**config.mk**
```make
export PLATFORM = sky130hd
export DESIGN_NAME = dsu_uart
export DESIGN_NICKNAME = d
export VERILOG_FILES = /design/src/dsu_prescaler.v /design/src/dsu_uart.v
export VERILOG_INCLUDE_DIRS = /design/src /design/src/src
export SDC_FILE = /design/constraint.sdc
export NUM_CORES = 1
export LEC_CHECK = 0
export BUFFER_PORTS_ARGS = -buffer_cell sky130_fd_sc_hd__buf_2
export CORE_MARGIN = 4
export CORE_UTILIZATION = 39
export DETAILED_ROUTE_END_ITERATION = 6
export GPL_TIMING_DRIVEN = 0
export MAX_ROUTING_LAYER = met4
export REMOVE_ABC_BUFFERS = 1
export SLEW_MARGIN = 20
export SYNTH_ARGS = -nofsm -noshare
export SYNTH_HDL_FRONTEND = slang
export SYNTH_SLANG_ARGS = --single-unit
```
**constraint.sdc**
```tcl
create_clock -name clk -period 3.85 [get_ports clk]
set_clock_uncertainty 0.1 [all_clocks]
set_input_delay 0.77 -clock clk [delete_from_list [all_inputs] [get_ports clk]]
set_output_delay 0.77 -clock clk [all_outputs]
set_load 0.005 [all_outputs]
```
**src/dsu_consts.vh**
```
// Constants for the debug serial port: register map, fields, timing
`ifndef DSU_CONSTS_VH
`define DSU_CONSTS_VH

// ----------------------------------------------------------------------
// Register offsets in the processor register space
// ----------------------------------------------------------------------
`define DSU_ADDR_FLAGS 16'hc028
`define DSU_ADDR_BYTE_LOW 16'hc029
`define DSU_ADDR_BYTE_HIGH 16'hc02a
`define DSU_ADDR_DIVIDER 16'hc02b

// ----------------------------------------------------------------------
// Status field positions
// ----------------------------------------------------------------------
`define DSU_FLAG_OVERRUN 3
`define DSU_FLAG_RX_FULL 2
`define DSU_FLAG_TX_FULL 1
`define DSU_FLAG_TX_SHIFTING 0

// ----------------------------------------------------------------------
// Divider fields and reset values
// ----------------------------------------------------------------------
`define DSU_PRESCALE_MSB 15
`define DSU_PRESCALE_LSB 8
`define DSU_BIT_TIME_MSB 7
`define DSU_BIT_TIME_LSB 0
`define DSU_DIVIDER_RESET 16'h0000
`define DSU_BYTE_RESET 8'h00
`define DSU_READ_ZERO 16'h0000

// ----------------------------------------------------------------------
// Frame shape
// ----------------------------------------------------------------------
`define DSU_FRAME_BITS 4'ha
`define DSU_DATA_BITS 4'h8

`endif

```
**src/dsu_prescaler.v**
```verilog
// First divider: one tick every (prescale + 1) master clocks
`timescale 1ns/1ps
`default_nettype none

module dsu_prescaler
(
  // Clock and reset
  input wire clk,
  input wire reset_n,
  // Divide setting
  input wire [7:0] prescale,
  // Tick out, one clock wide
  output reg tick
);

  reg [7:0] count;

  // ----------------------------------------------------------------------
  // Counter and tick
  // ----------------------------------------------------------------------

  // Count 0..prescale, tick on wrap
  always @(posedge clk or negedge reset_n)
  begin
    if (!reset_n)
    begin
      count <= 8'h00;
      tick <= 1'b0;
    end
    else if (count >= prescale)
    begin
      count <= 8'h00;
      tick <= 1'b1;
    end
    else
    begin
      count <= count + 8'h01;
      tick <= 1'b0;
    end
  end

endmodule

`default_nettype wire

```
**src/dsu_uart.v**
```verilog
// Debug serial port: register slave, transmitter and receiver
`timescale 1ns/1ps
`default_nettype none
`include "dsu_consts.vh"

module dsu_uart
(
  // Clock and reset
  input wire clk,
  input wire reset_n,
  // Processor register port
  input wire [15:0] reg_addr,
  input wire reg_write,
  input wire reg_read,
  input wire [15:0] reg_write_data,
  output reg [15:0] reg_read_data,
  // Serial line
  input wire serial_in,
  output reg serial_out,
  // Interrupt requests, one clock wide
  output reg transmit_irq,
  output reg receive_irq
);

  // Receiver states
  localparam [2:0] RX_IDLE = 3'd0;
  localparam [2:0] RX_START = 3'd1;
  localparam [2:0] RX_DATA = 3'd2;
  localparam [2:0] RX_STOP = 3'd3;
  localparam [2:0] RX_WAIT_HIGH = 3'd4;

  // ----------------------------------------------------------------------
  // Declarations
  // ----------------------------------------------------------------------
  reg [15:0] bit_rate_divider;
  reg [7:0] rx_holding;
  reg rx_holding_full_flag;
  reg rx_overrun_flag;
  reg [7:0] tx_holding;
  reg tx_holding_full_flag;
  reg tx_shifting_flag;
  reg [9:0] tx_shift;
  reg [3:0] tx_bit_count;
  reg [7:0] tx_tick_count;
  reg rx_sync_a;
  reg rx_sync_b;
  reg rx_prev;
  reg [2:0] rx_state;
  reg [7:0] rx_tick_count;
  reg [3:0] rx_bit_count;
  reg [7:0] rx_shift;
  reg rx_transfer;
  wire tick;
  wire [7:0] prescale_divider;
  wire [7:0] bit_time_divider;
  wire sel_low;
  wire sel_high;
  wire data_write;
  wire data_read;
  wire [7:0] write_byte;
  wire tx_bit_end;
  wire tx_frame_end;

  // ----------------------------------------------------------------------
  // Helpers
  // ----------------------------------------------------------------------

  // True when a tick count has run through its full span
  function span_done;
    input [7:0] count;
    input [7:0] span;
    begin
      span_done = ((count + 8'h01) >= span);
    end
  endfunction

  // Build a whole frame around a data byte
  function [9:0] make_frame;
    input [7:0] data;
    begin
      make_frame = {1'b1, data, 1'b0};
    end
  endfunction

  // ----------------------------------------------------------------------
  // Divider fields and prescaler
  // ----------------------------------------------------------------------
  assign prescale_divider =
    bit_rate_divider[`DSU_PRESCALE_MSB:`DSU_PRESCALE_LSB];
  assign bit_time_divider =
    bit_rate_divider[`DSU_BIT_TIME_MSB:`DSU_BIT_TIME_LSB];

  // First divider; its tick paces both directions
  dsu_prescaler u_prescaler
  (
    .clk(clk),
    .reset_n(reset_n),
    .prescale(prescale_divider),
    .tick(tick)
  );

  // ----------------------------------------------------------------------
  // Register decode
  // ----------------------------------------------------------------------
  assign sel_low = (reg_addr == `DSU_ADDR_BYTE_LOW);
  assign sel_high = (reg_addr == `DSU_ADDR_BYTE_HIGH);
  assign data_write = reg_write && (sel_low || sel_high);
  assign data_read = reg_read && (sel_low || sel_high);
  // Byte lane picked by which data register is addressed
  assign write_byte = sel_high ? reg_write_data[15:8]
                               : reg_write_data[7:0];

  // Divider register
  always @(posedge clk or negedge reset_n)
  begin
    if (!reset_n)
      bit_rate_divider <= `DSU_DIVIDER_RESET;
    else if (reg_write && reg_addr == `DSU_ADDR_DIVIDER)
      bit_rate_divider <= reg_write_data;
  end

  // Read data, registered; valid the clock after the read strobe
  always @(posedge clk or negedge reset_n)
  begin
    if (!reset_n)
      reg_read_data <= `DSU_READ_ZERO;
    else if (reg_read)
    begin
      case (reg_addr)
        `DSU_ADDR_FLAGS:
          reg_read_data <= {12'h000, rx_overrun_flag, rx_holding_full_flag,
                            tx_holding_full_flag, tx_shifting_flag};
        `DSU_ADDR_BYTE_LOW:
          reg_read_data <= {8'h00, rx_holding};
        `DSU_ADDR_BYTE_HIGH:
          reg_read_data <= {rx_holding, 8'h00};
        `DSU_ADDR_DIVIDER:
          reg_read_data <= bit_rate_divider;
        default:
          reg_read_data <= `DSU_READ_ZERO;
      endcase
    end
  end

  // ----------------------------------------------------------------------
  // Transmitter
  // ----------------------------------------------------------------------
  assign tx_bit_end =
    tick && span_done(tx_tick_count, bit_time_divider);
  assign tx_frame_end = tx_bit_end && (tx_bit_count == `DSU_FRAME_BITS - 4'h1);

  // Holding register, shifter, bit timing and transmit interrupt
  always @(posedge clk or negedge reset_n)
  begin
    if (!reset_n)
    begin
      tx_holding <= `DSU_BYTE_RESET;
      tx_holding_full_flag <= 1'b0;
      tx_shifting_flag <= 1'b0;
      tx_shift <= 10'h3ff;
      tx_bit_count <= 4'h0;
      tx_tick_count <= 8'h00;
      transmit_irq <= 1'b0;
    end
    else
    begin
      transmit_irq <= 1'b0;
      if (data_write && !tx_shifting_flag)
      begin
        // Idle: straight into the shifter
        tx_shift <= make_frame(write_byte);
        tx_shifting_flag <= 1'b1;
        tx_bit_count <= 4'h0;
        tx_tick_count <= 8'h00;
        transmit_irq <= 1'b1;
      end
      else
      begin
        if (data_write)
        begin
          // Busy: park the byte until the frame ends
          tx_holding <= write_byte;
          tx_holding_full_flag <= 1'b1;
        end
        if (tx_shifting_flag && tick)
        begin
          if (tx_bit_end)
            tx_tick_count <= 8'h00;
          else
            tx_tick_count <= tx_tick_count + 8'h01;
        end
        if (tx_shifting_flag && tx_frame_end)
        begin
          if (tx_holding_full_flag && !data_write)
          begin
            // Next queued byte starts at once
            tx_shift <= make_frame(tx_holding);
            tx_holding_full_flag <= 1'b0;
            tx_bit_count <= 4'h0;
            transmit_irq <= 1'b1;
          end
          else if (data_write)
          begin
            // Byte written in the last bit's final clock
            tx_shift <= make_frame(write_byte);
            tx_holding_full_flag <= 1'b0;
            tx_bit_count <= 4'h0;
            transmit_irq <= 1'b1;
          end
          else
          begin
            tx_shifting_flag <= 1'b0;
            tx_shift <= 10'h3ff;
          end
        end
        else if (tx_shifting_flag && tx_bit_end)
        begin
          // Next bit, least significant first
          tx_shift <= {1'b1, tx_shift[9:1]};
          tx_bit_count <= tx_bit_count + 4'h1;
        end
      end
    end
  end

  // Line driver; high whenever nothing is shifting
  always @(posedge clk or negedge reset_n)
  begin
    if (!reset_n)
      serial_out <= 1'b1;
    else if (tx_shifting_flag)
      serial_out <= tx_shift[0];
    else
      serial_out <= 1'b1;
  end

  // ----------------------------------------------------------------------
  // Receiver
  // ----------------------------------------------------------------------

  // Two-stage synchroniser for the serial input
  always @(posedge clk or negedge reset_n)
  begin
    if (!reset_n)
    begin
      rx_sync_a <= 1'b1;
      rx_sync_b <= 1'b1;
    end
    else
    begin
      rx_sync_a <= serial_in;
      rx_sync_b <= rx_sync_a;
    end
  end

  // Frame sequencer running on prescaler ticks
  always @(posedge clk or negedge reset_n)
  begin
    if (!reset_n)
    begin
      rx_state <= RX_IDLE;
      rx_prev <= 1'b1;
      rx_tick_count <= 8'h00;
      rx_bit_count <= 4'h0;
      rx_shift <= `DSU_BYTE_RESET;
      rx_transfer <= 1'b0;
    end
    else
    begin
      rx_transfer <= 1'b0;
      if (tick)
      begin
        rx_prev <= rx_sync_b;
        case (rx_state)
          RX_IDLE:
          begin
            rx_tick_count <= 8'h00;
            // Falling edge marks a start bit
            if (rx_prev && !rx_sync_b)
              rx_state <= RX_START;
          end
          RX_START:
          begin
            // Half a bit on to reach mid start bit
            if (span_done(rx_tick_count, {1'b0, bit_time_divider[7:1]}))
            begin
              rx_tick_count <= 8'h00;
              rx_bit_count <= 4'h0;
              if (rx_sync_b)
                rx_state <= RX_IDLE;
              else
                rx_state <= RX_DATA;
            end
            else
              rx_tick_count <= rx_tick_count + 8'h01;
          end
          RX_DATA:
          begin
            if (span_done(rx_tick_count, bit_time_divider))
            begin
              rx_tick_count <= 8'h00;
              rx_shift <= {rx_sync_b, rx_shift[7:1]};
              rx_bit_count <= rx_bit_count + 4'h1;
              if (rx_bit_count == `DSU_DATA_BITS - 4'h1)
                rx_state <= RX_STOP;
            end
            else
              rx_tick_count <= rx_tick_count + 8'h01;
          end
          RX_STOP:
          begin
            if (span_done(rx_tick_count, bit_time_divider))
            begin
              rx_tick_count <= 8'h00;
              if (rx_sync_b)
              begin
                rx_transfer <= 1'b1;
                rx_state <= RX_IDLE;
              end
              else
                rx_state <= RX_WAIT_HIGH;
            end
            else
              rx_tick_count <= rx_tick_count + 8'h01;
          end
          RX_WAIT_HIGH:
          begin
            // Bad frame dropped; resume once the line is high
            if (rx_sync_b)
              rx_state <= RX_IDLE;
          end
          default:
            rx_state <= RX_IDLE;
        endcase
      end
    end
  end

  // Holding register, flags and receive interrupt
  always @(posedge clk or negedge reset_n)
  begin
    if (!reset_n)
    begin
      rx_holding <= `DSU_BYTE_RESET;
      rx_holding_full_flag <= 1'b0;
      rx_overrun_flag <= 1'b0;
      receive_irq <= 1'b0;
    end
    else
    begin
      receive_irq <= 1'b0;
      if (rx_transfer)
      begin
        rx_holding <= rx_shift;
        // Old full state, less a read in this very clock
        rx_overrun_flag <= rx_holding_full_flag && !data_read;
        rx_holding_full_flag <= 1'b1;
        receive_irq <= 1'b1;
      end
      else if (data_read)
        rx_holding_full_flag <= 1'b0;
    end
  end

endmodule

`default_nettype wire

```
-- Word level (Yosys, flattened, before mapping)
Cells that the tools add are included.
- register bits: 113
- bits in latches: 0
- bits in writable memories: 0
- bits in read-only memories: 0
- input port bits: 37
- output and inout bits: 19
- logic and storage cells: 137
- memories kept: 0
- add/subtract/negate cells: 5
- multiply operators: 0
- divide/modulo/power cells: 0
- order comparisons: 4
- equal/unequal tests: 19
- shift operators: 0
- mux-type cells: 52
- bitwise operators: 1
- reduce and logical (&&, ||, !) cells: 32
- operators by type and width (operator ; count):
    16-bit == test (second input constant) ; 4
    16-bit case mux with 4 select lines ; 1
    8-bit two-way mux ; 7
    10-bit two-way mux ; 3
    4-bit two-way mux ; 7
    8-bit by 1-bit adder with 8-bit output (second input constant) ; 3
    8-bit >= comparator ; 3
    8-bit case mux with 3 select lines ; 1
    1-bit two-way mux ; 21
    3-bit two-way mux ; 7
    9-bit two-way mux ; 2
    3-bit case mux with 5 select lines ; 1
    2-bit inequality test (second input constant) ; 7
    1-bit logical AND ; 12
    4-bit by 1-bit adder with 4-bit output (second input constant) ; 2
    8-bit by 7-bit >= comparator with 1-bit output ; 1
    4-bit case mux with 2 select lines ; 1
    2-bit nonzero test ; 4
    7-bit AND reduction ; 1
    3-bit by 2-bit == test with 1-bit output (second input constant) ; 2
    2-bit AND reduction ; 3
    3-bit AND reduction ; 2
    3-bit nonzero test ; 2
    4-bit by 3-bit == test with 1-bit output (second input constant) ; 1
    other kinds (12) ; 15

-- Logic depth before layout (Yosys ltp)
- depth after elaboration: 8
- gate-level depth with buffers: 13
- depth with buffers taken out: 12

-- Hierarchy
A second synthesis with hierarchy kept.
- cells, all modules: 585
- area, all modules: 6112.1 um2
- by module, submodules not included (module ; times used ; cells each ; area each (um2) ; seq. area each (um2)):
    dsu_uart ; 1 ; 530 ; 5531.6 ; 2593.7
    dsu_prescaler ; 1 ; 55 ; 580.6 ; 225.2

-- Worst setup path after synthesis
No wires, ideal clock.
- path kind: reg-to-reg
- start: register tx_tick_count[0]
- end: register tx_shift[8]
- library setup time: 85 ps
- arrival: 2812 ps
- data required time: 3665 ps
- setup slack: 853 ps
- stages on the path, launching flop included: 13
- buffers on the path: 1
- clock period less this slack: 2997 ps
- path through: dfrtp_1 > and3_1 > and3_1 > and3_1 > xor2_1 > ha_1 > and3_1 > a221oi_1 > a21oi_1 > or2_2 > buf_2 > o22ai_1 > a21oi_1
- word-level cells in the longest chain between the ends: 7
- elaborated cells on any way between the ends: 9
- classes of those cells: 1 x add/sub; 1 x order compare; 2 x mux; 5 x reduce/logical
- ends and longest elaborated chain (element ; line ; RTL):
    start, declared ; dsu_uart.v:44 ; reg [7:0] tx_tick_count;
    start signal, assigned ; dsu_uart.v:190 ; tx_tick_count <= tx_tick_count + 8'h01;
    8-bit by 1-bit adder with 8-bit output (*) ; dsu_uart.v:73 ; span_done = ((count + 8'h01) >= span);
    8-bit >= comparator (*) ; dsu_uart.v:73 ;
    1-bit logical AND (*) ; dsu_uart.v:149 ; tick && span_done(tx_tick_count, bit_time_divider);
    1-bit logical AND ; dsu_uart.v:150 ; assign tx_frame_end = tx_bit_end && (tx_bit_count == `DSU_FRAME_BITS - 4'h1);
    1-bit logical AND ; dsu_uart.v:192 ; if (tx_shifting_flag && tx_frame_end)
    10-bit two-way mux ; dsu_uart.v:192 ;
    10-bit two-way mux ; dsu_uart.v:168 ; if (data_write && !tx_shifting_flag)
    end signal, assigned ; dsu_uart.v:171 ; tx_shift <= make_frame(write_byte);
    end signal, assigned ; dsu_uart.v:197 ; tx_shift <= make_frame(tx_holding);
    end signal, assigned ; dsu_uart.v:205 ; tx_shift <= make_frame(write_byte);
    end, declared ; dsu_uart.v:42 ; reg [9:0] tx_shift;
Mark *: on every way between the ends. The rest lies on a longest branch, timed or not.
A chain may end at the register's enable or synchronous reset.

-- Worst setup path after layout
- start: register tx_tick_count[0]
- end: register tx_shift[3]
Same word-level chain as after synthesis.

==> metrics.cfg <==
[run_status]
status=complete, no violations

[clock_network]
insertion_delay_ns=0.36
cts_resized=0
cts_tree=yes
clkTransAtPathRegs_ns=0.07
htree_levels=3
cts.sinks=112
cts_buffers=9
clock-root-buffer=clkbuf_16
cts-hold-fix-buffers=0
cts_setup_buffers=0
clk_path_buf_depth=2

[sta]
worst_pin_slew_ns=0.955
finalHoldViolCount=0
rsz0062_at_grt=false
relSlewSlack=0.362
setup_violations=0
fin_setup_tns_ns=0
fin_crit_sh=0.896
period_minus_slack_ns=3.45
max_freq_ghz=0.290
finalMaxSlewViolations=0

[floorplan]
fp.dieW_microns=132
die_h_microns=132
die_area_sq_um=17300
ios=56
start_util=0.405
core_area_sq_um=14800
rows=44

[global_route]
grt_pass1_wl_mm=22.4
antenna_found_initial=1
grt_usage=0.163
grt_max_degree=67
grt.overflow.total=0
grt_pass1_vias=4419

[final_layout]
regArea_sq_um=2820
drive_gt1_frac=0.247
n_fill_cell=1391
area_growth_pct=12.7
final_util=0.456
nets=681
mostFrequentLayoutCell=dfrtp_1
multiInputGateArea_sq_um=2930
layout.cells.most_common_list=dfrtp_1, mux2_2, buf_2
fin_area_sq_um=6720

[min_path]
min_path_type=input port to asynchronous set/reset pin

[detailed_routing]
first_iter_violations=261
first_pass_iters=5
wire_per_inst_microns=16.6
ant_nets=0
avgViaCountPerCell=5.51
routed_wl_mm=13.3
via_count=4398
drc=0

[flow_run]
cap_violations=0

[worst_setup_path]
reg2regPathDepth=11
crit_path_max_fanout=11
cp_common_cell=and3_1
cp-startpoint=tx_tick_count[0]$_DFFE_PN0P_
max_stage_delay_ns=0.57
arrival_ns=3.63
path_buf_inv=0
path_cells=and3_1 > and3_1 > and3_1 > xor2_1 > ha_1 > and3_1 > a221oi_1 > a211oi_2 > nor2_2 > a221oi_1 > a21oi_1
crit_slowest_cell=a221oi_1
cp.required_ns=4.03
cp-end-kind=flop
regToRegStartpoint=tx_tick_count[0]$_DFFE_PN0P_
rrSetupSlack_ns=0.40
critPathTopFamily=compound AO/OA/AOI/OAI gates
worstReg2RegEnd=tx_shift[3]$_DFFE_PN1P_
critPathLaunchType=flop
crit_type=flop to flop

[yosys]
synth-edff-count=0
ys_warn_count=0
yosys.area.top_type=dfrtp_1
seq_area_frac_synth=0.472
syn_area_per_cell_sq_um=10.7
ys_types=54
synth_top_area_share=0.415
synth_area_leaders=dfrtp_1, mux2_2, ha_1, dfstp_2, inv_1
synthArstFlopShare=1.00
synth_cells=559
synth_area_sq_um=5970
synthFlopType=dfrtp_1
ys_ff_latch=112

[power]
cellLeakagePower_nw=3.11
p_per_area_nw_per_um2=452
max-vdd-ir-drop_uv=232
p_comb_frac=0.201
p_switching_uw=924
power_frac_seq=0.507
p_sw_frac=0.304
clockPowerShare=0.292
finalPower_mw=3.04
p_int_mw=2.12

[place]
portBuffers=55
routabilityCongestion=0.838
dp_hpwl_mm=9.98
place_area_sq_um=6430

## worst reg2reg max path: cells and delay by family (launching register included)
family                     cells  cell delay, ns
AOI/OAI and AO/OA              4            1.23
xor gates and xnor gates       1            0.22
adders and majority gates      1            0.29
DFF                            1            0.44
and+or+nand+nor                5            1.10
## cells by family after synthesis
logic type / count (synthesis) / share of synthesized area
flops: 112 / 0.472
simple gates: 151 / 0.133
mux: 68 / 0.125
fa+ha+maj: 37 / 0.0776
compound gates: 112 / 0.124
xor+xnor: 20 / 0.0294
buf+inv: 59 / 0.0384
## layout make-up
class | count | share of cell area
antenna | 2 | 0.000744
inverter | 40 | 0.0223
clock inverter | 7 | 0.00819
clock buffer | 9 | 0.0335
tap | 184 | 0.0342
sequential | 112 | 0.419
multi-input combinational | 388 | 0.436
timing repair buffer | 56 | 0.0460
## layer usage
layer,track usage,wire length (microns)
met1,0.206,6040
met2,0.267,6510
met3,0.0229,466
met4,0.0630,253
met5,-,0
## state kept, by name, indices dropped and copies added, names as in the netlist, 3 cells and up
register / count
rx_tick_count: 8
rx_state: 3
tx_shift: 9
rx_bit_count: 4
u_prescaler.count: 8
rx_holding: 8
tx_bit_count: 4
reg_read_data: 16
rx_shift: 8
tx_holding: 8
tx_tick_count: 8
bit_rate_divider: 16
## power by group through the flow
stage,clock (mW),combinational [mW],sequential (mW)
after detailed placement,0,0.615,1.56
after global routing,0.964,0.689,1.57
final,0.888,0.610,1.54
after CTS,0.919,0.617,1.54
after global placement,0,0.590,1.56
after floorplan,0,0.449,1.51
## how the worst max path moves through the flow
stage	end	slack [ns]	depth (start not counted)
after floorplan	tx_shift[1]$_DFFE_PN1P_	0.62	11
after global placement	tx_shift[3]$_DFFE_PN1P_	-0.10	11
after detailed placement	tx_shift[3]$_DFFE_PN1P_	0.24	11
after CTS	tx_shift[3]$_DFFE_PN1P_	0.22	11
after global routing	rx_shift[0]$_DFFE_PN0P_	0.01	11
final	tx_shift[3]$_DFFE_PN1P_	0.40	11
## synthesized netlist by cell type (all sizes together) (13+ instances only)
cell type and instances:
mux2i 14, a21oi 22, mux2 54, o22ai 14, dfstp 13, ha 37, dfrtp 99, inv 40
nor2 36, o21ai 26, nand3 18, nand2 35, xor2 13
## per-stage QoR
stage | hold WS [ns] | cells | setup slack, ns
4_1_cts | 0.258 | 796 | 0.219
5_1_grt | 0.265 | 797 | 0.0108
3_5_place_dp | 0.248 | 780 | 0.244
3_3_place_gp | 0.249 | 779 | -0.102
2_1_floorplan | 0.245 | 540 | 0.618
6_report | 0.250 | 798 | 0.401
(Power assumes the default switching activity.)
